`config.mk`:
```
export PLATFORM = sky130hd
export DESIGN_NAME = spi_format_baud_modefault
export DESIGN_NICKNAME = d
export VERILOG_FILES = /design/src/rtl/spi_pkg.sv /design/src/rtl/spi_format_baud_modefault.sv
export SDC_FILE = /design/constraint.sdc
export NUM_CORES = 1
export LEC_CHECK = 0
export BUFFER_PORTS_ARGS = -buffer_cell sky130_fd_sc_hd__buf_2
export CAP_MARGIN = 15
export CELL_PAD_IN_SITES_DETAIL_PLACEMENT = 1
export CELL_PAD_IN_SITES_GLOBAL_PLACEMENT = 1
export CORE_AREA = 3 3 110 112
export CTS_BUF_LIST = sky130_fd_sc_hd__clkbuf_4 sky130_fd_sc_hd__clkbuf_8 sky130_fd_sc_hd__clkbuf_16
export CTS_CLUSTER_DIAMETER = 40
export DETAILED_ROUTE_END_ITERATION = 10
export DIE_AREA = 0 0 113 115
export PLACE_DENSITY = 0.82
export SETUP_SLACK_MARGIN = 0.02
export SLEW_MARGIN = 20
export SYNTH_ARGS = -nofsm -noshare
export SYNTH_HDL_FRONTEND = slang
export SYNTH_SLANG_ARGS = --single-unit
```
`constraint.sdc`:
```
create_clock -name i_sys_clk -period 4.5 [get_ports i_sys_clk]
set_clock_uncertainty 0.1 [all_clocks]
set_input_delay 0.9 -clock i_sys_clk [delete_from_list [all_inputs] [get_ports i_sys_clk]]
set_output_delay 0.9 -clock i_sys_clk [all_outputs]
set_load 0.05 [all_outputs]
```
`src/rtl/spi_pkg.sv`:
```
// Shared constants, types and pin carriers of the serial peripheral core
package spi_pkg;

    ////////////////////////////////////////////////////////////////////////////
    // Register byte offsets on the Avalon-MM slave
    localparam logic [4:0] OFF_CTRL1 = 5'h00;
    localparam logic [4:0] OFF_CTRL2 = 5'h04;
    localparam logic [4:0] OFF_BAUD = 5'h08;
    localparam logic [4:0] OFF_STATUS = 5'h0C;
    localparam logic [4:0] OFF_DATA = 5'h10;

    ////////////////////////////////////////////////////////////////////////////
    // Control one field positions
    localparam int C1_IRQ_EN = 7;
    localparam int C1_SYS_EN = 6;
    localparam int C1_MASTER = 4;
    localparam int C1_CLOCK_POLARITY_SEL = 3;
    localparam int C1_CLOCK_PHASE_SEL = 2;
    localparam int C1_SOE = 1;
    localparam int C1_LSBF = 0;
    // Control two field positions
    localparam int C2_FDE = 4;
    localparam int C2_SWOE = 3;
    localparam int C2_SIW = 1;
    localparam int C2_SWE = 0;
    // Baud field positions
    localparam int BD_PSC_LSB = 4;
    localparam int BD_SPR_LSB = 0;
    // Status field positions
    localparam int ST_RX_FULL = 7;
    localparam int ST_TX_EMPTY = 5;
    localparam int ST_FAULT = 4;

    ////////////////////////////////////////////////////////////////////////////
    // Values after reset and counts
    localparam logic [7:0] CTRL1_RST = 8'h04;
    localparam logic [7:0] CTRL2_RST = 8'h00;
    localparam logic [7:0] BAUD_RST = 8'h00;
    localparam logic [3:0] SPR_MAX = 4'h8;
    localparam logic [4:0] EDGES_PER_XFER = 5'h10;

    ////////////////////////////////////////////////////////////////////////////
    // Master sequencer states
    typedef enum logic [1:0] {ST_IDLE, ST_LEAD, ST_RUN, ST_TRAIL} master_state_e;

    // Synchronised pin levels
    typedef struct packed {
        logic sck;
        logic mosi;
        logic miso;
        logic ss_n;
    } spi_pin_in_s;

    // Pin drive levels and enables
    typedef struct packed {
        logic sck_o;
        logic sck_oe;
        logic mosi_o;
        logic mosi_oe;
        logic miso_o;
        logic miso_oe;
        logic ss_n_o;
        logic ss_n_oe;
    } spi_pin_out_s;

endpackage : spi_pkg

```
`src/rtl/spi_format_baud_modefault.sv`:
```
// Serial peripheral core: formats, baud generator, select output, single wire, mode fault
`timescale 1ns/1ps

//
// Overview of operation
// - Phase zero slave drives first bit on data out as soon as select falls.
// - Phase zero: sample on first edge, shift and present next on second.
// - Phase one slave accepts back-to-back transfers with select held low.
// - Auto select low at first bit time, high half period after eighth.
// - Phase zero transfer is eight bit times, ending at last clock edge.
// - Prescaler divides bus clock by prescale field plus one, 1 to 8.
// - Rate stage divides prescaler output by a power of two, 2 to 512.
// - Total divisor is (prescale plus one) times two to (rate plus one).
// - Baud divider runs only as master during a transfer, else held off.
// - Auto select: low during transfer, high idle; master with both bits set.
// - Mode fault detection is off while select is an output.
// - Single wire mode: master uses master-out pin, slave uses master-in pin.
// - Single wire output enable sets direction; same pin feeds shift input.
// - Clock out as master, in as slave; select per mode; single wire no effect.
// - Select low as master with fault detect enabled sets the fault flag.
// - Master without fault detect ignores select; slaves never raise faults.
// - Fault clears master bit, releases all pins, aborts transfer to idle.
// - Fault as single wire master clears output enable; slaves never fault.
// - Fault flag clears on status read while set, then control one write.
// - System enable clear stops the core; registers stay accessible.
// - Stop-in-wait set halts master transfer during wait, resumes after.
// - Fault flag set with interrupt enable raises the interrupt request.
// - Deselected slave floats data out, ignores clock, forced to idle.
module spi_format_baud_modefault #(
    parameter int ADDR_W = 5
) (
    input wire logic i_sys_clk,
    input wire logic i_nrst,
    input wire logic [ADDR_W-1:0] i_avs_address,
    input wire logic i_avs_read,
    input wire logic i_avs_write,
    input wire logic [31:0] i_avs_writedata,
    input wire logic [3:0] i_avs_byteenable,
    output logic [31:0] o_avs_readdata,
    output logic o_avs_waitrequest,
    input wire logic i_wait_mode,
    input wire spi_pkg::spi_pin_in_s i_pins,
    output spi_pkg::spi_pin_out_s o_pins,
    output logic o_irq
);
    import spi_pkg::*;

    // Parameter check
    generate
        if (ADDR_W < 5) begin : g_bad_addr
            $error("ADDR_W must be at least 5");
        end
    endgenerate

    ////////////////////////////////////////////////////////////////////////////
    // Helper functions

    // Bit presented on the data out pin
    function automatic logic tx_bit(input logic [7:0] sh, input logic lsbf);
        tx_bit = lsbf ? sh[0] : sh[7];
    endfunction : tx_bit

    // Shift one bit in at the end opposite to the outgoing bit
    function automatic logic [7:0] shift_in(input logic [7:0] sh, input logic b,
                                            input logic lsbf);
        shift_in = lsbf ? {b, sh[7:1]} : {sh[6:0], b};
    endfunction : shift_in

    ////////////////////////////////////////////////////////////////////////////
    // Pin synchronisers, two flip-flops each
    logic [3:0] pin_raw;
    logic [3:0] sync1_q;
    logic [3:0] sync2_q;
    spi_pin_in_s pin_s;

    assign pin_raw = i_pins;
    generate
        for (genvar gi = 0; gi < 4; gi++) begin : g_sync
            always_ff @(posedge i_sys_clk or negedge i_nrst) begin
                if (!i_nrst) begin
                    sync1_q[gi] <= 1'b1;
                    sync2_q[gi] <= 1'b1;
                end else begin
                    sync1_q[gi] <= pin_raw[gi];
                    sync2_q[gi] <= sync1_q[gi];
                end
            end
        end
    endgenerate
    assign pin_s = sync2_q;

    ////////////////////////////////////////////////////////////////////////////
    // Register state and shared signals
    logic irq_en_q, sys_en_q, master_q, clock_polarity_sel_q, clock_phase_sel_q, soe_q, lsbf_q;
    logic fde_q, swoe_q, siw_q, swe_q;
    logic [2:0] psc_q;
    logic [3:0] spr_q;
    logic rx_full_q, tx_empty_q, fault_q, armed_q;
    logic [7:0] tx_q, rx_q, sh_q;
    logic ack_q;
    logic [31:0] rdata_q;
    logic req, wr_acc, rd_acc;
    logic active, halt, fault_set;
    master_state_e mst_q;
    logic [2:0] pre_q;
    logic [7:0] rate_q;
    logic [7:0] rate_top;
    logic [3:0] spr_eff;
    logic gen_run, half_tick;
    logic sck_lvl_q, sck_p_q, samp_bit_q;
    logic [4:0] edge_q, edge_k;
    logic edge_ev, in_bit, sel_s, m_drv;
    logic samp_e, shift_e, last_e, shift_bit;
    logic m_start, s_load, load_ev;
    logic [7:0] sh_shifted;
    spi_pin_out_s pins_d;

    ////////////////////////////////////////////////////////////////////////////
    // Avalon-MM slave: one wait cycle, effect at the acknowledging edge
    assign req = i_avs_read | i_avs_write;
    assign o_avs_waitrequest = req & ~ack_q;
    assign wr_acc = i_avs_write & ack_q & i_avs_byteenable[0];
    assign rd_acc = i_avs_read & ack_q;

    // Acknowledge toggle
    always_ff @(posedge i_sys_clk or negedge i_nrst) begin
        if (!i_nrst) begin
            ack_q <= 1'b0;
        end else begin
            ack_q <= req & ~ack_q;
        end
    end

    // Read data capture, unmapped offsets read zero
    always_ff @(posedge i_sys_clk or negedge i_nrst) begin
        if (!i_nrst) begin
            rdata_q <= 32'h0000_0000;
        end else if (i_avs_read & ~ack_q) begin
            rdata_q <= 32'h0000_0000;
            unique case (i_avs_address[4:0])
                OFF_CTRL1: begin
                    rdata_q[7:0] <= {irq_en_q, sys_en_q, 1'b0, master_q,
                                     clock_polarity_sel_q, clock_phase_sel_q, soe_q, lsbf_q};
                end
                OFF_CTRL2: begin
                    rdata_q[7:0] <= {3'h0, fde_q, swoe_q, 1'b0, siw_q, swe_q};
                end
                OFF_BAUD: begin
                    rdata_q[7:0] <= {1'b0, psc_q, spr_q};
                end
                OFF_STATUS: begin
                    rdata_q[7:0] <= {rx_full_q, 1'b0, tx_empty_q, fault_q, 4'h0};
                end
                OFF_DATA: begin
                    rdata_q[7:0] <= rx_q;
                end
                default: begin
                    rdata_q <= 32'h0000_0000;
                end
            endcase
        end
    end
    assign o_avs_readdata = rdata_q;

    ////////////////////////////////////////////////////////////////////////////
    // Core enable and wait halt
    // core gating
    assign active = sys_en_q;
    assign halt = i_wait_mode & siw_q;

    assign fault_set = active & master_q & fde_q & ~soe_q & ~pin_s.ss_n;

    // Control one; a fault overrides a same-cycle write of the master bit
    always_ff @(posedge i_sys_clk or negedge i_nrst) begin
        if (!i_nrst) begin
            {irq_en_q, sys_en_q} <= {CTRL1_RST[C1_IRQ_EN], CTRL1_RST[C1_SYS_EN]};
            master_q <= CTRL1_RST[C1_MASTER];
            {clock_polarity_sel_q, clock_phase_sel_q} <= {CTRL1_RST[C1_CLOCK_POLARITY_SEL], CTRL1_RST[C1_CLOCK_PHASE_SEL]};
            {soe_q, lsbf_q} <= {CTRL1_RST[C1_SOE], CTRL1_RST[C1_LSBF]};
        end else begin
            if (wr_acc && i_avs_address[4:0] == OFF_CTRL1) begin
                irq_en_q <= i_avs_writedata[C1_IRQ_EN];
                sys_en_q <= i_avs_writedata[C1_SYS_EN];
                master_q <= i_avs_writedata[C1_MASTER];
                clock_polarity_sel_q <= i_avs_writedata[C1_CLOCK_POLARITY_SEL];
                clock_phase_sel_q <= i_avs_writedata[C1_CLOCK_PHASE_SEL];
                soe_q <= i_avs_writedata[C1_SOE];
                lsbf_q <= i_avs_writedata[C1_LSBF];
            end
            if (fault_set) begin
                master_q <= 1'b0;
            end
        end
    end

    // Control two and baud fields
    always_ff @(posedge i_sys_clk or negedge i_nrst) begin
        if (!i_nrst) begin
            {fde_q, swoe_q} <= {CTRL2_RST[C2_FDE], CTRL2_RST[C2_SWOE]};
            {siw_q, swe_q} <= {CTRL2_RST[C2_SIW], CTRL2_RST[C2_SWE]};
            psc_q <= BAUD_RST[BD_PSC_LSB +: 3];
            spr_q <= BAUD_RST[BD_SPR_LSB +: 4];
        end else begin
            if (wr_acc && i_avs_address[4:0] == OFF_CTRL2) begin
                fde_q <= i_avs_writedata[C2_FDE];
                swoe_q <= i_avs_writedata[C2_SWOE];
                siw_q <= i_avs_writedata[C2_SIW];
                swe_q <= i_avs_writedata[C2_SWE];
            end
            if (wr_acc && i_avs_address[4:0] == OFF_BAUD) begin
                psc_q <= i_avs_writedata[BD_PSC_LSB +: 3];
                spr_q <= i_avs_writedata[BD_SPR_LSB +: 4];
            end
            if (fault_set && swe_q) begin
                swoe_q <= 1'b0;
            end
        end
    end

    // fault flag: set wins over the read-then-write clear
    always_ff @(posedge i_sys_clk or negedge i_nrst) begin
        if (!i_nrst) begin
            fault_q <= 1'b0;
            armed_q <= 1'b0;
        end else begin
            if (rd_acc && i_avs_address[4:0] == OFF_STATUS && fault_q) begin
                armed_q <= 1'b1;
            end else if (wr_acc && i_avs_address[4:0] == OFF_CTRL1) begin
                armed_q <= 1'b0;
                if (armed_q) begin
                    fault_q <= 1'b0;
                end
            end
            if (fault_set) begin
                fault_q <= 1'b1;
            end
        end
    end

    // Transmit buffer and flags; a new write beats the load that empties it
    always_ff @(posedge i_sys_clk or negedge i_nrst) begin
        if (!i_nrst) begin
            tx_q <= 8'h00;
            tx_empty_q <= 1'b1;
        end else begin
            if (load_ev) begin
                tx_empty_q <= 1'b1;
            end
            if (wr_acc && i_avs_address[4:0] == OFF_DATA) begin
                tx_q <= i_avs_writedata[7:0];
                tx_empty_q <= 1'b0;
            end
        end
    end

    // Receive buffer; a full buffer drops the newer byte
    always_ff @(posedge i_sys_clk or negedge i_nrst) begin
        if (!i_nrst) begin
            rx_q <= 8'h00;
            rx_full_q <= 1'b0;
        end else begin
            if (rd_acc && i_avs_address[4:0] == OFF_DATA) begin
                rx_full_q <= 1'b0;
            end
            if (edge_ev && last_e && !rx_full_q) begin
                rx_q <= sh_shifted;
                rx_full_q <= 1'b1;
            end
        end
    end

    ////////////////////////////////////////////////////////////////////////////
    // Baud generator
    assign spr_eff = (spr_q > SPR_MAX) ? SPR_MAX : spr_q;
    // half period length of the rate stage
    assign rate_top = 8'((9'h001 << spr_eff) - 9'h001);
    // run only as master in transfer
    assign gen_run = active & master_q & (mst_q != ST_IDLE);
    assign half_tick = gen_run & ~halt & (pre_q == psc_q) & (rate_q == rate_top);

    always_ff @(posedge i_sys_clk or negedge i_nrst) begin
        if (!i_nrst) begin
            pre_q <= 3'h0;
            rate_q <= 8'h00;
        end else if (!gen_run) begin
            pre_q <= 3'h0;
            rate_q <= 8'h00;
        end else if (!halt) begin
            if (pre_q == psc_q) begin
                pre_q <= 3'h0;
                rate_q <= (rate_q == rate_top) ? 8'h00 : rate_q + 8'h01;
            end else begin
                pre_q <= pre_q + 3'h1;
            end
        end
    end

    ////////////////////////////////////////////////////////////////////////////
    // Master sequencer: lead half period, sixteen edges, trail half period
    assign m_start = (mst_q == ST_IDLE) & active & master_q & ~tx_empty_q & ~fault_set;

    always_ff @(posedge i_sys_clk or negedge i_nrst) begin
        if (!i_nrst) begin
            mst_q <= ST_IDLE;
        end else if (!active || !master_q || fault_set) begin
            mst_q <= ST_IDLE;
        end else begin
            unique case (mst_q)
                ST_IDLE: begin
                    if (m_start) begin
                        mst_q <= ST_LEAD;
                    end
                end
                ST_LEAD: begin
                    if (half_tick) begin
                        mst_q <= ST_RUN;
                    end
                end
                ST_RUN: begin
                    if (edge_ev && last_e) begin
                        mst_q <= ST_TRAIL;
                    end
                end
                ST_TRAIL: begin
                    if (half_tick) begin
                        mst_q <= ST_IDLE;
                    end
                end
            endcase
        end
    end

    // Master clock level, back at idle after an even edge count
    always_ff @(posedge i_sys_clk or negedge i_nrst) begin
        if (!i_nrst) begin
            sck_lvl_q <= 1'b0;
        end else if (mst_q == ST_IDLE) begin
            sck_lvl_q <= 1'b0;
        end else if (edge_ev && master_q) begin
            sck_lvl_q <= ~sck_lvl_q;
        end
    end

    ////////////////////////////////////////////////////////////////////////////
    // Edge source and serial input for both roles
    // slave selection
    assign sel_s = active & ~master_q & ~pin_s.ss_n;
    assign m_drv = active & master_q;

    // Previous synchronised clock level for slave edge detection
    always_ff @(posedge i_sys_clk or negedge i_nrst) begin
        if (!i_nrst) begin
            sck_p_q <= 1'b1;
        end else begin
            sck_p_q <= pin_s.sck;
        end
    end

    always_comb begin
        if (master_q) begin
            edge_ev = ((mst_q == ST_LEAD) | (mst_q == ST_RUN)) & half_tick;
            in_bit = swe_q ? pin_s.mosi : pin_s.miso;
        end else begin
            edge_ev = sel_s & (pin_s.sck != sck_p_q);
            in_bit = swe_q ? pin_s.miso : pin_s.mosi;
        end
    end

    // edge roles: sample on one edge, shift on the other
    assign edge_k = edge_q + 5'h01;
    assign samp_e = edge_k[0] ^ clock_phase_sel_q;
    assign shift_e = ~samp_e & ~(clock_phase_sel_q & (edge_k == 5'h01));
    assign last_e = (edge_k == EDGES_PER_XFER);
    assign shift_bit = (clock_phase_sel_q & last_e) ? in_bit : samp_bit_q;
    assign sh_shifted = shift_in(sh_q, shift_bit, lsbf_q);

    // slave loads a waiting transmit byte while no edge has been seen yet
    assign s_load = active & ~master_q & (edge_q == 5'h00) & ~tx_empty_q & ~edge_ev;
    assign load_ev = m_start | s_load;

    // Shift engine and edge counter
    always_ff @(posedge i_sys_clk or negedge i_nrst) begin
        if (!i_nrst) begin
            edge_q <= 5'h00;
            sh_q <= 8'h00;
            samp_bit_q <= 1'b0;
        end else if (!active || fault_set) begin
            edge_q <= 5'h00;
        end else if (!master_q && pin_s.ss_n) begin
            edge_q <= 5'h00;
            if (s_load) begin
                sh_q <= tx_q;
            end
        end else if (load_ev) begin
            sh_q <= tx_q;
            edge_q <= 5'h00;
        end else if (edge_ev) begin
            edge_q <= last_e ? 5'h00 : edge_k;
            if (samp_e) begin
                samp_bit_q <= in_bit;
            end
            if (shift_e || (clock_phase_sel_q && last_e)) begin
                sh_q <= sh_shifted;
            end
        end
    end

    ////////////////////////////////////////////////////////////////////////////
    // Pin drive
    always_comb begin
        pins_d.sck_oe = m_drv;
        pins_d.sck_o = sck_lvl_q ^ clock_polarity_sel_q;
        // data pins by role and single wire direction
        pins_d.mosi_oe = m_drv & (~swe_q | swoe_q);
        pins_d.mosi_o = tx_bit(sh_q, lsbf_q);
        pins_d.miso_oe = sel_s & ~fault_q & (~swe_q | swoe_q);
        pins_d.miso_o = tx_bit(sh_q, lsbf_q);
        pins_d.ss_n_oe = m_drv & fde_q & soe_q;
        pins_d.ss_n_o = (mst_q == ST_IDLE);
        // release every pin on a fault
        if (fault_set) begin
            pins_d = '0;
        end
    end

    // Registered pin and interrupt outputs
    always_ff @(posedge i_sys_clk or negedge i_nrst) begin
        if (!i_nrst) begin
            o_pins <= '0;
            o_irq <= 1'b0;
        end else begin
            o_pins <= pins_d;
            o_irq <= sys_en_q & irq_en_q & (fault_q | rx_full_q);
        end
    end

endmodule : spi_format_baud_modefault

```
; ---- Yosys cells after proc, flatten, opt, wreduce, memory -nomap -nowiden
; Cells that the tools add are included.
[classes]
shift = 1
n_addsub = 4
reduce_logical = 39
n_bitwise = 57
eq_ne = 20
muxes = 49
n_lt_le_gt_ge = 1
[ops]
columns = op, count
row1 = 8-bit two-way mux, 11
row2 = 8-bit case mux with 5 select lines, 1
row3 = 1-bit bitwise AND, 34
row4 = 5-bit two-way mux, 5
row5 = 1-bit two-way mux, 22
row6 = 1-bit NOT, 16
row7 = 2-bit nonzero test, 8
row8 = 1-bit logical AND, 13
row9 = "5-bit by 4-bit == test with 1-bit output, second input constant", 2
row10 = "5-bit == test, second input constant", 2
row11 = 5-bit zero test, 2
row12 = 2-bit two-way mux, 5
row13 = 3-bit two-way mux, 3
row14 = "3-bit inequality test, second input constant", 3
row15 = "8-bit by 1-bit adder with 8-bit output, second input constant", 1
row16 = 8-bit == test, 1
row17 = 2-bit case mux with 4 select lines, 1
row18 = 4-bit AND reduction, 2
row19 = "1-bit by 4-bit << shifter with 8-bit output, first input constant", 1
row20 = "8-bit by 1-bit subtractor with 8-bit output, second input constant", 1
row21 = "2-bit inequality test, second input constant", 3
row22 = 3-bit nonzero test, 2
row23 = "5-bit by 1-bit adder with 5-bit output, second input constant", 1
row24 = "5-bit by 1-bit == test with 1-bit output, second input constant", 1
row25 = other kinds (19), 30
[word_totals]
register_bits = 93
output_inout_bits = 42
input_bits = 50
word_cells = 217

; ---- Logic depth before layout (Yosys ltp)
; Gate-level depths: netlist of run 1.
[logic_depth]
ltp_word = 14
depth_mapped = 12
mapped_depth_nobuf = 10

; ---- Worst setup path after synthesis of run 1
; Ideal clock, no wire load.
[synth_path]
kind = register -> register
from = reg spr_q[2]
to = reg rx_q[0]
required_time_ns = 4.275
period_less_slack_ns = 3.777
setup_time_ns = 0.125
n_path_buf = 2
slack_ns = 0.723
path_stages_with_launch = 12
arrival_ns = 3.552
path_cell_list = dfrtp_1 > buf_6 > or4_4 > ha_1 > xor2_1 > o221ai_1 > or4_4 > nor4_4 > nor2_4 > or3_1 > buf_6 > mux2_4
[synth_between]
elab_chain_len = 10
[synth_lines]
columns = element, line_no
row1 = "start, declared", spi_format_baud_modefault.sv:97  ; logic [3:0] spr_q;
row2 = "start signal, assigned", spi_format_baud_modefault.sv:202  ; spr_q <= BAUD_RST[BD_SPR_LSB +: 4];
row3 = "start signal, assigned", spi_format_baud_modefault.sv:212  ; spr_q <= i_avs_writedata[BD_SPR_LSB +: 4];
row4 = 4-bit > comparator, spi_format_baud_modefault.sv:274  ; assign spr_eff = (spr_q > SPR_MAX) ? SPR_MAX : spr_q;
row5 = 4-bit two-way mux *, spi_format_baud_modefault.sv:274
row6 = 1-bit by 4-bit << shifter with 8-bit output *, spi_format_baud_modefault.sv:276  ; assign rate_top = 8'((9'h001 << spr_eff) - 9'h001);
row7 = 8-bit by 1-bit subtractor with 8-bit output *, spi_format_baud_modefault.sv:276
row8 = 8-bit == test *, spi_format_baud_modefault.sv:279  ; assign half_tick = gen_run & ~halt & (pre_q == psc_q) & (rate_q == rate_top);
row9 = 1-bit bitwise AND *, spi_format_baud_modefault.sv:279
row10 = 1-bit bitwise AND *, spi_format_baud_modefault.sv:361  ; edge_ev = ((mst_q == ST_LEAD) | (mst_q == ST_RUN)) & half_tick;
row11 = 1-bit two-way mux *, spi_format_baud_modefault.sv:360  ; if (master_q) begin
row12 = 1-bit logical AND * (2 in series), spi_format_baud_modefault.sv:265  ; if (edge_ev && last_e && !rx_full_q) begin
row13 = "end signal, assigned", spi_format_baud_modefault.sv:266  ; rx_q <= sh_shifted;
row14 = "end, declared", spi_format_baud_modefault.sv:99  ; logic [7:0] tx_q, rx_q, sh_q;
; Every way passes the cells marked *; elsewhere a longest branch is shown, timed or not.
; A chain may end at the register's enable or synchronous reset.

; ---- Final worst setup path of run 1
[layout_path]
from = reg spr_q[0]
to = reg rx_q[5]
; The elaborated chain is that of the path after synthesis.

==> summary.md, run 1 <==
| Metric | Value |
|---|---|
| Hold Crit Class | `register to register` |
| RR Endpoint | `rx_q[5]$_DFFE_PN0P_` |
| Power density over cell area | `346.6 nW/um^2` |
| Slew HR | `27.08%` |
| Share of cells above drive strength 1 | `27.15%` |
| R2r worst-path depth | `9` |
| Final setup vio count | `0` |
| Largest net degree at the start of global routing | `70` |
| # rows | `39` |
| Average wire per standard cell | `18.51 um` |
| Hold path endpoint | `pin_s[1]$_DFF_PN1_` |
| Max-Cap Viols | `0` |
| Outcome | `completed` |
| Area contributors post-synth | `dfrtp_1, mux2_2, dfstp_2` |
| Avg Synthesized Cell Area | `10.87 sq um` |
| Worst-Margin Slew | `1086 ps` |
| DRT iter0 DRCs | `194` |
| Peak supply drop | `0.2778 mV` |
| CP bufs+invs | `0` |
| Min Tclk post-route | `4050 ps` |
| Number of synthesized flops with an enable pin | `0` |
| DRC Markers | `0` |
| Placed Cells | `628` |
| Die width | `113 um` |
| Fin crit share | `90.00%` |
| Async S/R FF share, synth | `100.0%` |
| Inserted Clock Buffers | `9` |
| Die Y | `115 um` |
| Core Footprint | `11320 sq um` |
| Fin Hold WS | `251.7 ps` |
| # IOs | `92` |
| Post-CTS resize count | `0` |
| Filler Cells Inserted | `1266` |
| Vias in the first global route | `3761` |
| Antenna Nets Post-Route | `0` |
| IO buf count | `40` |
| Count leader, synth | `dfrtp_1` |
| Main synth FF type | `dfrtp_1` |
| CP top delay family | `simple AND/OR/NAND/NOR gates` |
| Post-synth cell types | `62` |
| Unrepaired setup endpoints after global routing | `false` |
| M3 GR Usage | `4.474%` |
| Share of the synthesized area in the top cell type | `41.08%` |
| Clk root buf | `clkbuf_16` |
| Placed Area | `5177 sq um` |
| Max incr delay on CP | `650 ps` |
| First drt pass iteration count | `4` |
| TritonCTS clock tree | `built` |
| CP arrival | `4190 ps` |
| First-pass GRT wire length | `19840 um` |
| Fmax | `246.9 MHz` |
| Flops & latches, synth | `92` |
| Initial core utilization | `43.59%` |
| Slowest cell on the critical path | `or3_1` |
| CP cell instances | `or4_4 -> ha_1 -> xor2_1 -> o221ai_1 -> or4_4 -> nor4_4 -> nor2_4 -> or3_1 -> mux2_4` |
| Via/cell ratio | `5.556` |
| Hold_sp | `sync1_q[1]$_DFF_PN1_` |
| Pleak | `2.634 nW` |
| Met2 Resource Use GR | `33.53%` |
| Most used cell along the critical path | `or4_4` |
| WL final | `11920 um` |
| Sequential share of the synthesized area | `46.93%` |
| Data required, critical path | `4640 ps` |
| Met1 GRT Util | `24.03%` |
| Syn. warnings | `0` |
| Cells after Synth | `454` |
| Largest area contributor in the netlist | `dfrtp_1` |
| Layout Cells excl Fill | `644` |
| Die Footprint | `13000 sq um` |
| Skew-Pair Late Insertion Delay | `350 ps` |
| CTS max path bufs | `2` |
| Number of diodes | `0` |
| Reg2reg start | `spr_q[0]$_DFFE_PN0P_` |
| Overall global routing resource usage | `19.43%` |
| Crit path max fanout | `11` |
| Fin nets | `557` |
| Overflow after GRT | `0` |
| Initial antenna violation count | `0` |
| Htree depth | `3` |
| DR vias | `3578` |
| CTS sink cnt | `92` |
| Setup TNS | `0 ps` |
| Synthesized area | `4935 sq um` |
| Top cells by count, synth | `dfrtp_1, mux2_2, nor2_1` |
| DP HPWL | `8832 um` |
| Area Overhead vs Synth | `10.60%` |
| Clock transition at path regs | `70 ps` |
| Slew Viols, Final | `0` |
| Design Area, Final | `5458 sq um` |
| Most used routing layer in global routing | `met2` |
| Startpoint class of the critical path | `register` |
| Hold Vio Cnt, Final | `0` |
| Setup repair bufs after CTS | `0` |
| Critical path class | `register to register` |
| Hold depth | `0` |
| R2R setup slack | `450 ps` |
| CTS hold repair buffers | `0` |
| CP Capture Type | `register` |
| RePlAce Congestion | `0.7799` |
==> where the power goes <==
group | internal, W | switching, W
Clock | 0.000386 | 0.000337
Sequential | 0.000868 | 0.0000384
Combinational | 0.0000866 | 0.000177
==> layout make-up <==
| class | instances | area, sq um | area share, % |
|---|---|---|---|
| multi-input combinational | 337 | 2397 | 43.92 |
| inverter | 10 | 37.54 | 0.6878 |
| clock buffer | 10 | 232.7 | 4.264 |
| tap | 143 | 178.9 | 3.278 |
| timing repair buffer | 46 | 247.7 | 4.539 |
| clock inverter | 6 | 47.55 | 0.8712 |
| sequential | 92 | 2316 | 42.43 |
==> worst max-delay path by stage <==
| stage | slack [ps] | end | start | cells past startpoint |
|---|---|---|---|---|
| 4_1_cts | 440 | rx_q[5]$_DFFE_PN0P_ | spr_q[0]$_DFFE_PN0P_ | 9 |
| 2_1_floorplan | 720 | rx_q[0]$_DFFE_PN0P_ | spr_q[2]$_DFFE_PN0P_ | 11 |
| 3_3_place_gp | 540 | rx_q[7]$_DFFE_PN0P_ | spr_q[0]$_DFFE_PN0P_ | 9 |
| 6_report | 450 | rx_q[5]$_DFFE_PN0P_ | spr_q[0]$_DFFE_PN0P_ | 9 |
| 5_1_grt | 280 | rx_q[1]$_DFFE_PN0P_ | spr_q[0]$_DFFE_PN0P_ | 9 |
| 3_5_place_dp | 470 | rx_q[5]$_DFFE_PN0P_ | spr_q[0]$_DFFE_PN0P_ | 9 |
==> per-stage QoR <==
stage	setup WS (ps)	total power (W)	util, %
final	450.0	0.001892	48.21
after global routing	275.8	0.001976	48.21
after CTS	439.0	0.001913	48.21
after detailed placement	467.7	0.001185	45.73
after global placement	543.4	0.001170	45.73
after floorplan	722.8	0.001127	-
==> placed cells by master (no fill, tap or decap), drive strengths merged, types with 2 or more instances in the layout <==
master	n
and4b	2
buf	46
or3	4
nor2b	7
or4	3
clkbuf	10
a211oi	3
clkinv	3
nor3	8
a21o	2
a21oi	21
xor2	10
inv	12
nor2	34
nand3	12
or2b	3
a221oi	3
conb	24
dfrtp	81
nand2b	9
o31a	2
o31ai	5
ha	11
dfstp	11
and2	4
o211a	2
nand4	2
and3	4
mux2i	16
xnor2	4
a21boi	2
nor4	5
mux2	54
nand2	32
o21ai	28
a31oi	2
nand3b	4
==> state kept, by name (all words and copies together) (netlist names), 3 cells and up <==
| name | flops |
|---|---|
| o_avs_readdata | 8 |
| rate_q | 8 |
| rx_q | 8 |
| sh_q | 8 |
| tx_q | 8 |
| o_pins | 7 |
| edge_q | 5 |
| pin_s | 4 |
| spr_q | 4 |
| sync1_q | 4 |
| pre_q | 3 |
| psc_q | 3 |
==> layer usage <==
layer	vias up	part of all wire [%]
met2	71	51
met5	-	0
met1	1830	43
li1	1656	-
met4	0	2.0
met3	21	3.8
==> worst reg2reg max path, stage by stage, from the launching register on <==
cell and delay, ps:
dfrtp_1 500, or4_4 570, ha_1 320, xor2_1 160, o221ai_1 140, or4_4 600
nor4_4 390, nor2_4 110, or3_1 650, mux2_4 400
==> cell families (layout without fill, tap and decap cells) <==
group                    after synthesis  count (layout)  synth area share [%]
AO/OA/AOI/OAI                         80              80                 10.35
XOR/XNOR                              14              14                 2.485
adder cells (fa/ha/maj)               11              11                 2.789
buffers and inverters                 48              72                 6.237
flip-flops                            92              92                 46.93
multiplexers                          70              70                 16.18
other                                  1              24               0.07599
AND/OR/NAND/NOR                      138             138                 14.96
Note: power is estimated with default switching activity, not from simulation.
==> inputs of run 2 (changes only) <==
--- a/config.mk
+++ b/config.mk
@@ -9,12 +9,12 @@
 export CAP_MARGIN = 15
 export CELL_PAD_IN_SITES_DETAIL_PLACEMENT = 1
 export CELL_PAD_IN_SITES_GLOBAL_PLACEMENT = 1
-export CORE_AREA = 3 3 110 112
+export CORE_AREA = 2 2 116 118
 export CTS_BUF_LIST = sky130_fd_sc_hd__clkbuf_4 sky130_fd_sc_hd__clkbuf_8 sky130_fd_sc_hd__clkbuf_16
 export CTS_CLUSTER_DIAMETER = 40
 export DETAILED_ROUTE_END_ITERATION = 10
-export DIE_AREA = 0 0 113 115
-export PLACE_DENSITY = 0.82
+export DIE_AREA = 0 0 118 120
+export PLACE_DENSITY = 0.76
 export SETUP_SLACK_MARGIN = 0.02
 export SLEW_MARGIN = 20
 export SYNTH_ARGS = -nofsm -noshare
==> constraint.sdc (replaced) <==
create_clock -name i_sys_clk -period 3.4 [get_ports i_sys_clk]
set_clock_uncertainty 0.1 [all_clocks]
set_input_delay 0.68 -clock i_sys_clk [delete_from_list [all_inputs] [get_ports i_sys_clk]]
set_output_delay 0.68 -clock i_sys_clk [all_outputs]
set_load 0.05 [all_outputs]
==> summary.md, run 2 (synthesis results as in run 1) <==
| Metric | Value |
|---|---|
| Htree depth | `3` |
| Clock transition at path regs | `70 ps` |
| Skew-Pair Late Insertion Delay | `350 ps` |
| DP HPWL | `8686 um` |
| Overflow after GRT | `0` |
| Hold Vio Cnt, Final | `0` |
| Antenna Nets Post-Route | `0` |
| Wire length on met3 | `407 um` |
| Core Footprint | `12980 sq um` |
| Max-Cap Viols | `0` |
| Inserted Clock Buffers | `9` |
| Initial core utilization | `38.02%` |
| # rows | `42` |
| DRT iter0 DRCs | `192` |
| Crit path max fanout | `5` |
| Startpoint class of the critical path | `register` |
| Via/cell ratio | `5.194` |
| DR top layer | `met4` |
| Fin crit share | `99.50%` |
| Clk root buf | `clkbuf_16` |
| Slew Viols, Final | `0` |
| Outcome | `completed` |
| Largest net degree at the start of global routing | `59` |
| Die Footprint | `14160 sq um` |
| WL final | `11960 um` |
| Critical path class | `register to register` |
| Power density over cell area | `452.2 nW/um^2` |
| Sequential share of power | `45.9%` |
| Multi-input combinational cell area | `2459 sq um` |
| DR vias | `3594` |
| CTS max path bufs | `2` |
| CP arrival | `3520 ps` |
| Switching power | `0.0007285 W` |
| First drt pass iteration count | `4` |
| M1 WL | `5233 um` |
| Die width | `118 um` |
| CTS sink cnt | `92` |
| Initial antenna violation count | `0` |
| Unrepaired setup endpoints after global routing | `true` |
| RePlAce Congestion | `0.7941` |
| Post-layout util | `44.12%` |
| Peak supply drop | `0.3311 mV` |
| CP Capture Type | `register` |
| Comb power frac | `15.5%` |
| First-pass GRT wire length | `19800 um` |
| Area Overhead vs Synth | `16.05%` |
| Most frequent cells in the layout | `dfrtp_1, mux2_2, buf_2` |
| Data required, critical path | `3540 ps` |
| TritonCTS clock tree | `built` |
| Fmax | `295.6 MHz` |
| Average wire per standard cell | `17.28 um` |
| Min Tclk post-route | `3383 ps` |
| Sw Ratio | `28.13%` |
| Worst-Margin Slew | `788.2 ps` |
| Slew HR | `47.45%` |
| Met2 WL | `6186 um` |
| Reg area | `2316 sq um` |
| # IOs | `92` |
| Hold Crit Class | `register to register` |
| Placed Cells | `672` |
| Clock share of power | `38.6%` |
| Commonest non-fill, non-tap cell in the layout | `dfrtp_1` |
| Share of cells above drive strength 1 | `30.43%` |
| Final setup vio count | `0` |
| CTS hold repair buffers | `0` |
| DRC Markers | `0` |
| Die Y | `120 um` |
| Number of diodes | `0` |
| Fin nets | `572` |
| Int Pwr | `0.001861 W` |
| Layout Cells excl Fill | `692` |
| Overall global routing resource usage | `17.84%` |
| Pleak | `2.739 nW` |
| Filler Cells Inserted | `1442` |
| IO buf count | `40` |
| Vias in the first global route | `3805` |
[run 2: through the flow]
step / setup TNS (ps) / total power (W) / area (sq um) / setup WS (ps) / hold WS, ps
after CTS: 0 / 0.002618 / 5674 / 2.106 / 257.3
after global placement: 0 / 0.001579 / 5350 / 26.36 / 246.3
after global routing: -811.4 / 0.002710 / 5727 / -93.57 / 260.8
after floorplan: -1341 / 0.001498 / 5045 / -99.81 / 245.2
after detailed placement: -0.8622 / 0.001594 / 5350 / -0.7228 / 247.5
final: 0 / 0.002590 / 5727 / 17.02 / 255.6
[run 2: worst paths after layout]
kind	startpoint	to	slack, ps	depth (start not counted)
min in group asynchronous	i_nrst	o_avs_readdata[4]$_DFFE_PN0P_	310	1
setup / recovery	spr_q[1]$_DFFE_PN0P_	rx_q[4]$_DFFE_PN0P_	20	10
hold reg to reg	sync1_q[1]$_DFF_PN1_	pin_s[1]$_DFF_PN1_	260	0
setup reg to reg	spr_q[1]$_DFFE_PN0P_	rx_q[4]$_DFFE_PN0P_	20	10
max in group asynchronous	i_nrst	clock_phase_sel_q$_DFFE_PN1P_	2150	2
hold / removal	sync1_q[1]$_DFF_PN1_	pin_s[1]$_DFF_PN1_	260	0
[run 2: cell type report]
class | instances | share of cell area [%]
well taps | 176 | 3.845
repair buffers | 61 | 6.795
multi-input cells | 337 | 42.93
clock inverters | 5 | 0.7210
inverters | 10 | 0.6555
clock buffers | 11 | 4.610
flip-flops and latches | 92 | 40.44
[run 2: repair_timing]
item / in CTS / in global routing
hold endpoints to repair: 0 / 0
pin swaps: 0 / 1
setup endpoints to repair: 8 / 19
gates cloned: 0 / 1
setup buffers: 2 / 1
resized for setup: 1 / 11
[run 2: power groups by stage]
stage               combinational [W]  clock, W  sequential, W
global placement             0.000374         0        0.00121
CTS                          0.000398   0.00103        0.00119
floorplan                    0.000288         0        0.00121
finish                       0.000400   0.00100        0.00119
global route                 0.000436   0.00108        0.00119
detailed placement           0.000386         0        0.00121
[run 2: worst max-delay path, stage by stage (launching register included)]
cell and delay (ps):
dfrtp_1 380, or4_4 560, ha_4 290, xor2_1 120, o221ai_1 120, or4_4 520, nor4_4 260, nor2_4 110
or3_4 350, buf_4 170, mux2_4 290
[run 2: per-layer routing]
metal  global-route usage (%)  vias to the layer above
li1                         -                     1686
met1                    22.43                     1837
met2                    30.92                       61
met3                    4.230                       10
met4                    4.593                        0
met5                        0                        -
==> inputs of run 3 (changes only) <==
==> constraint.sdc (replaced) <==
create_clock -name i_sys_clk -period 3.4 [get_ports i_sys_clk]
set_clock_uncertainty 0.1 [all_clocks]
set_input_delay 1.02 -clock i_sys_clk [delete_from_list [all_inputs] [get_ports i_sys_clk]]
set_output_delay 1.02 -clock i_sys_clk [all_outputs]
set_load 0.05 [all_outputs]
==> summary.md, run 3 (synthesis results as in run 1) <==
| Metric | Value |
|---|---|
| Sequential share of power | `42.5%` |
| Overflow after GRT | `0` |
| Average wire per standard cell | `18.07 um` |
| Overall global routing resource usage | `18.48%` |
| Die Footprint | `14160 sq um` |
| DR vias | `3625` |
| Fin crit share | `100.6%` |
| Reg area | `2316 sq um` |
| Via/cell ratio | `5.208` |
| Hold Vio Cnt, Final | `0` |
| Startpoint class of the critical path | `register` |
| Final setup vio count | `5` |
| CP Capture Type | `register` |
| RePlAce Congestion | `0.8047` |
| Comb power frac | `14.3%` |
| Power, Total | `0.002810 W` |
| Peak supply drop | `0.2698 mV` |
| Inserted Clock Buffers | `9` |
| Die Y | `120 um` |
| Clk root buf | `clkbuf_16` |
| Min Tclk post-route | `3422 ps` |
| Max-Cap Viols | `0` |
| Critical path class | `register to register` |
| Multi-input combinational cell area | `2461 sq um` |
| Switching power | `0.0007190 W` |
| Outcome | `complete, but fails checks` |
| DP HPWL | `9041 um` |
| Initial core utilization | `38.02%` |
| Skew-Pair Late Insertion Delay | `340 ps` |
| Slew Viols, Final | `0` |
| # rows | `42` |
| Unrepaired setup endpoints after global routing | `true` |
| DRC Markers | `0` |
| Most frequent cells in the layout | `dfrtp_1, mux2_2, buf_2` |
| Reg2reg start | `spr_q[1]$_DFFE_PN0P_` |
| Pleak | `2.793 nW` |
| Int Pwr | `0.002091 W` |
| Worst-Margin Slew | `598.2 ps` |
| Hold Crit Class | `register to register` |
| Area Overhead vs Synth | `18.00%` |
| Worst Setup SP | `spr_q[1]$_DFFE_PN0P_` |
| Final setup margin | `-21.62 ps` |
| Number of diodes | `0` |
| Hold_sp | `sync1_q[3]$_DFF_PN1_` |
| Commonest non-fill, non-tap cell in the layout | `dfrtp_1` |
| Initial antenna violation count | `0` |
| DRT iter0 DRCs | `168` |
| Die width | `118 um` |
| IO buf count | `40` |
| Slew HR | `59.81%` |
| Crit path max fanout | `5` |
| Core Footprint | `12980 sq um` |
| # IOs | `92` |
| Fin nets | `577` |
| Vias in the first global route | `3903` |
| First-pass GRT wire length | `20550 um` |
| Power density over cell area | `482.6 nW/um^2` |
| Antenna Nets Post-Route | `0` |
| TritonCTS clock tree | `built` |
| CTS sink cnt | `92` |
| Failing checks | `negative setup slack` |
| Sw Ratio | `25.59%` |
| WL final | `12580 um` |
| CP arrival | `3550 ps` |
| Largest net degree at the start of global routing | `50` |
| Share of cells above drive strength 1 | `30.77%` |
| Htree depth | `3` |
| Fmax | `292.3 MHz` |
| Post-layout util | `44.86%` |
| Clock transition at path regs | `70 ps` |
| Data required, critical path | `3520 ps` |
| CTS max path bufs | `2` |
| Filler Cells Inserted | `1448` |
| Clock share of power | `43.2%` |
| First drt pass iteration count | `4` |
run 3: cell count changes in the layout (fill, tap and decap cells not counted), sizes merged:
cell	previous run	this run
clkbuf	11	10
buf	61	66
inv	12	10
clkinvlp	2	0
bufinv	0	4
run 3: path summary, 6_finish.rpt:
kind	endpoint	slack, ps	depth (start not counted)
setup / recovery	rx_q[5]$_DFFE_PN0P_	-20	10
hold / removal	pin_s[3]$_DFF_PN1_	260	0
max in group asynchronous	pin_s[3]$_DFF_PN1_	1890	2
setup reg to reg	rx_q[5]$_DFFE_PN0P_	-20	10
hold reg to reg	pin_s[3]$_DFF_PN1_	260	0
min in group asynchronous	o_avs_readdata[2]$_DFFE_PN0P_	580	1
run 3: through the flow:
stage	setup TNS [ps]	std cells	hold slack (ps)	cell area [sq um]	setup WS, ps
floorplan	-1341	477	245.2	5045	-99.81
global placement	0	672	246.7	5350	28.57
detailed placement	-323.1	672	247.2	5350	-45.25
CTS	-8.406	691	255.8	5751	-4.655
global route	-1871	696	259.5	5823	-148.2
finish	-88.80	696	256.6	5823	-21.62
run 3: repair_timing:
action                     CTS  global route
pin swaps                    1             2
gates cloned                 1             0
gates resized for setup      4             8
buffers inserted             3             5
hold buffers                 0             0
setup endpoints to repair    9            20
run 3: routing by layer:
| layer | part of all wire [%] | routed length, um | GRT usage, % | up-vias |
|---|---|---|---|---|
| li1 | - | - | - | 1684 |
| met1 | 45 | 5615 | 22.97 | 1871 |
| met2 | 52 | 6494 | 32.59 | 53 |
| met3 | 2.2 | 281 | 2.994 | 17 |
| met4 | 1.5 | 187 | 6.476 | 0 |
| met5 | 0 | 0 | 0 | - |
run 3: power groups by stage:
stage	clock [W]	sequential, W	combinational, W
CTS	0.00124	0.00119	0.000400
finish	0.00121	0.00119	0.000402
detailed placement	0	0.00121	0.000387
floorplan	0	0.00121	0.000288
global placement	0	0.00121	0.000371
global route	0.00129	0.00120	0.000435
run 3: worst max-delay path: stages (launching register included):
cell and delay [ps]:
dfrtp_1 380, or4_4 560, ha_4 290, xor2_1 130, o221ai_1 120, or4_4 530, nor4_4 270, nor2_4 110
or3_4 370, buf_6 160, mux2_4 290
run 3: layout make-up:
cell class / instances / share of cell area (%)
clock buffer: 10 / 3.997
clock inverter: 5 / 2.149
inverter: 10 / 0.6446
multi-input combinational: 337 / 42.26
sequential: 92 / 39.77
tap: 176 / 3.782
timing repair buffer: 66 / 7.392
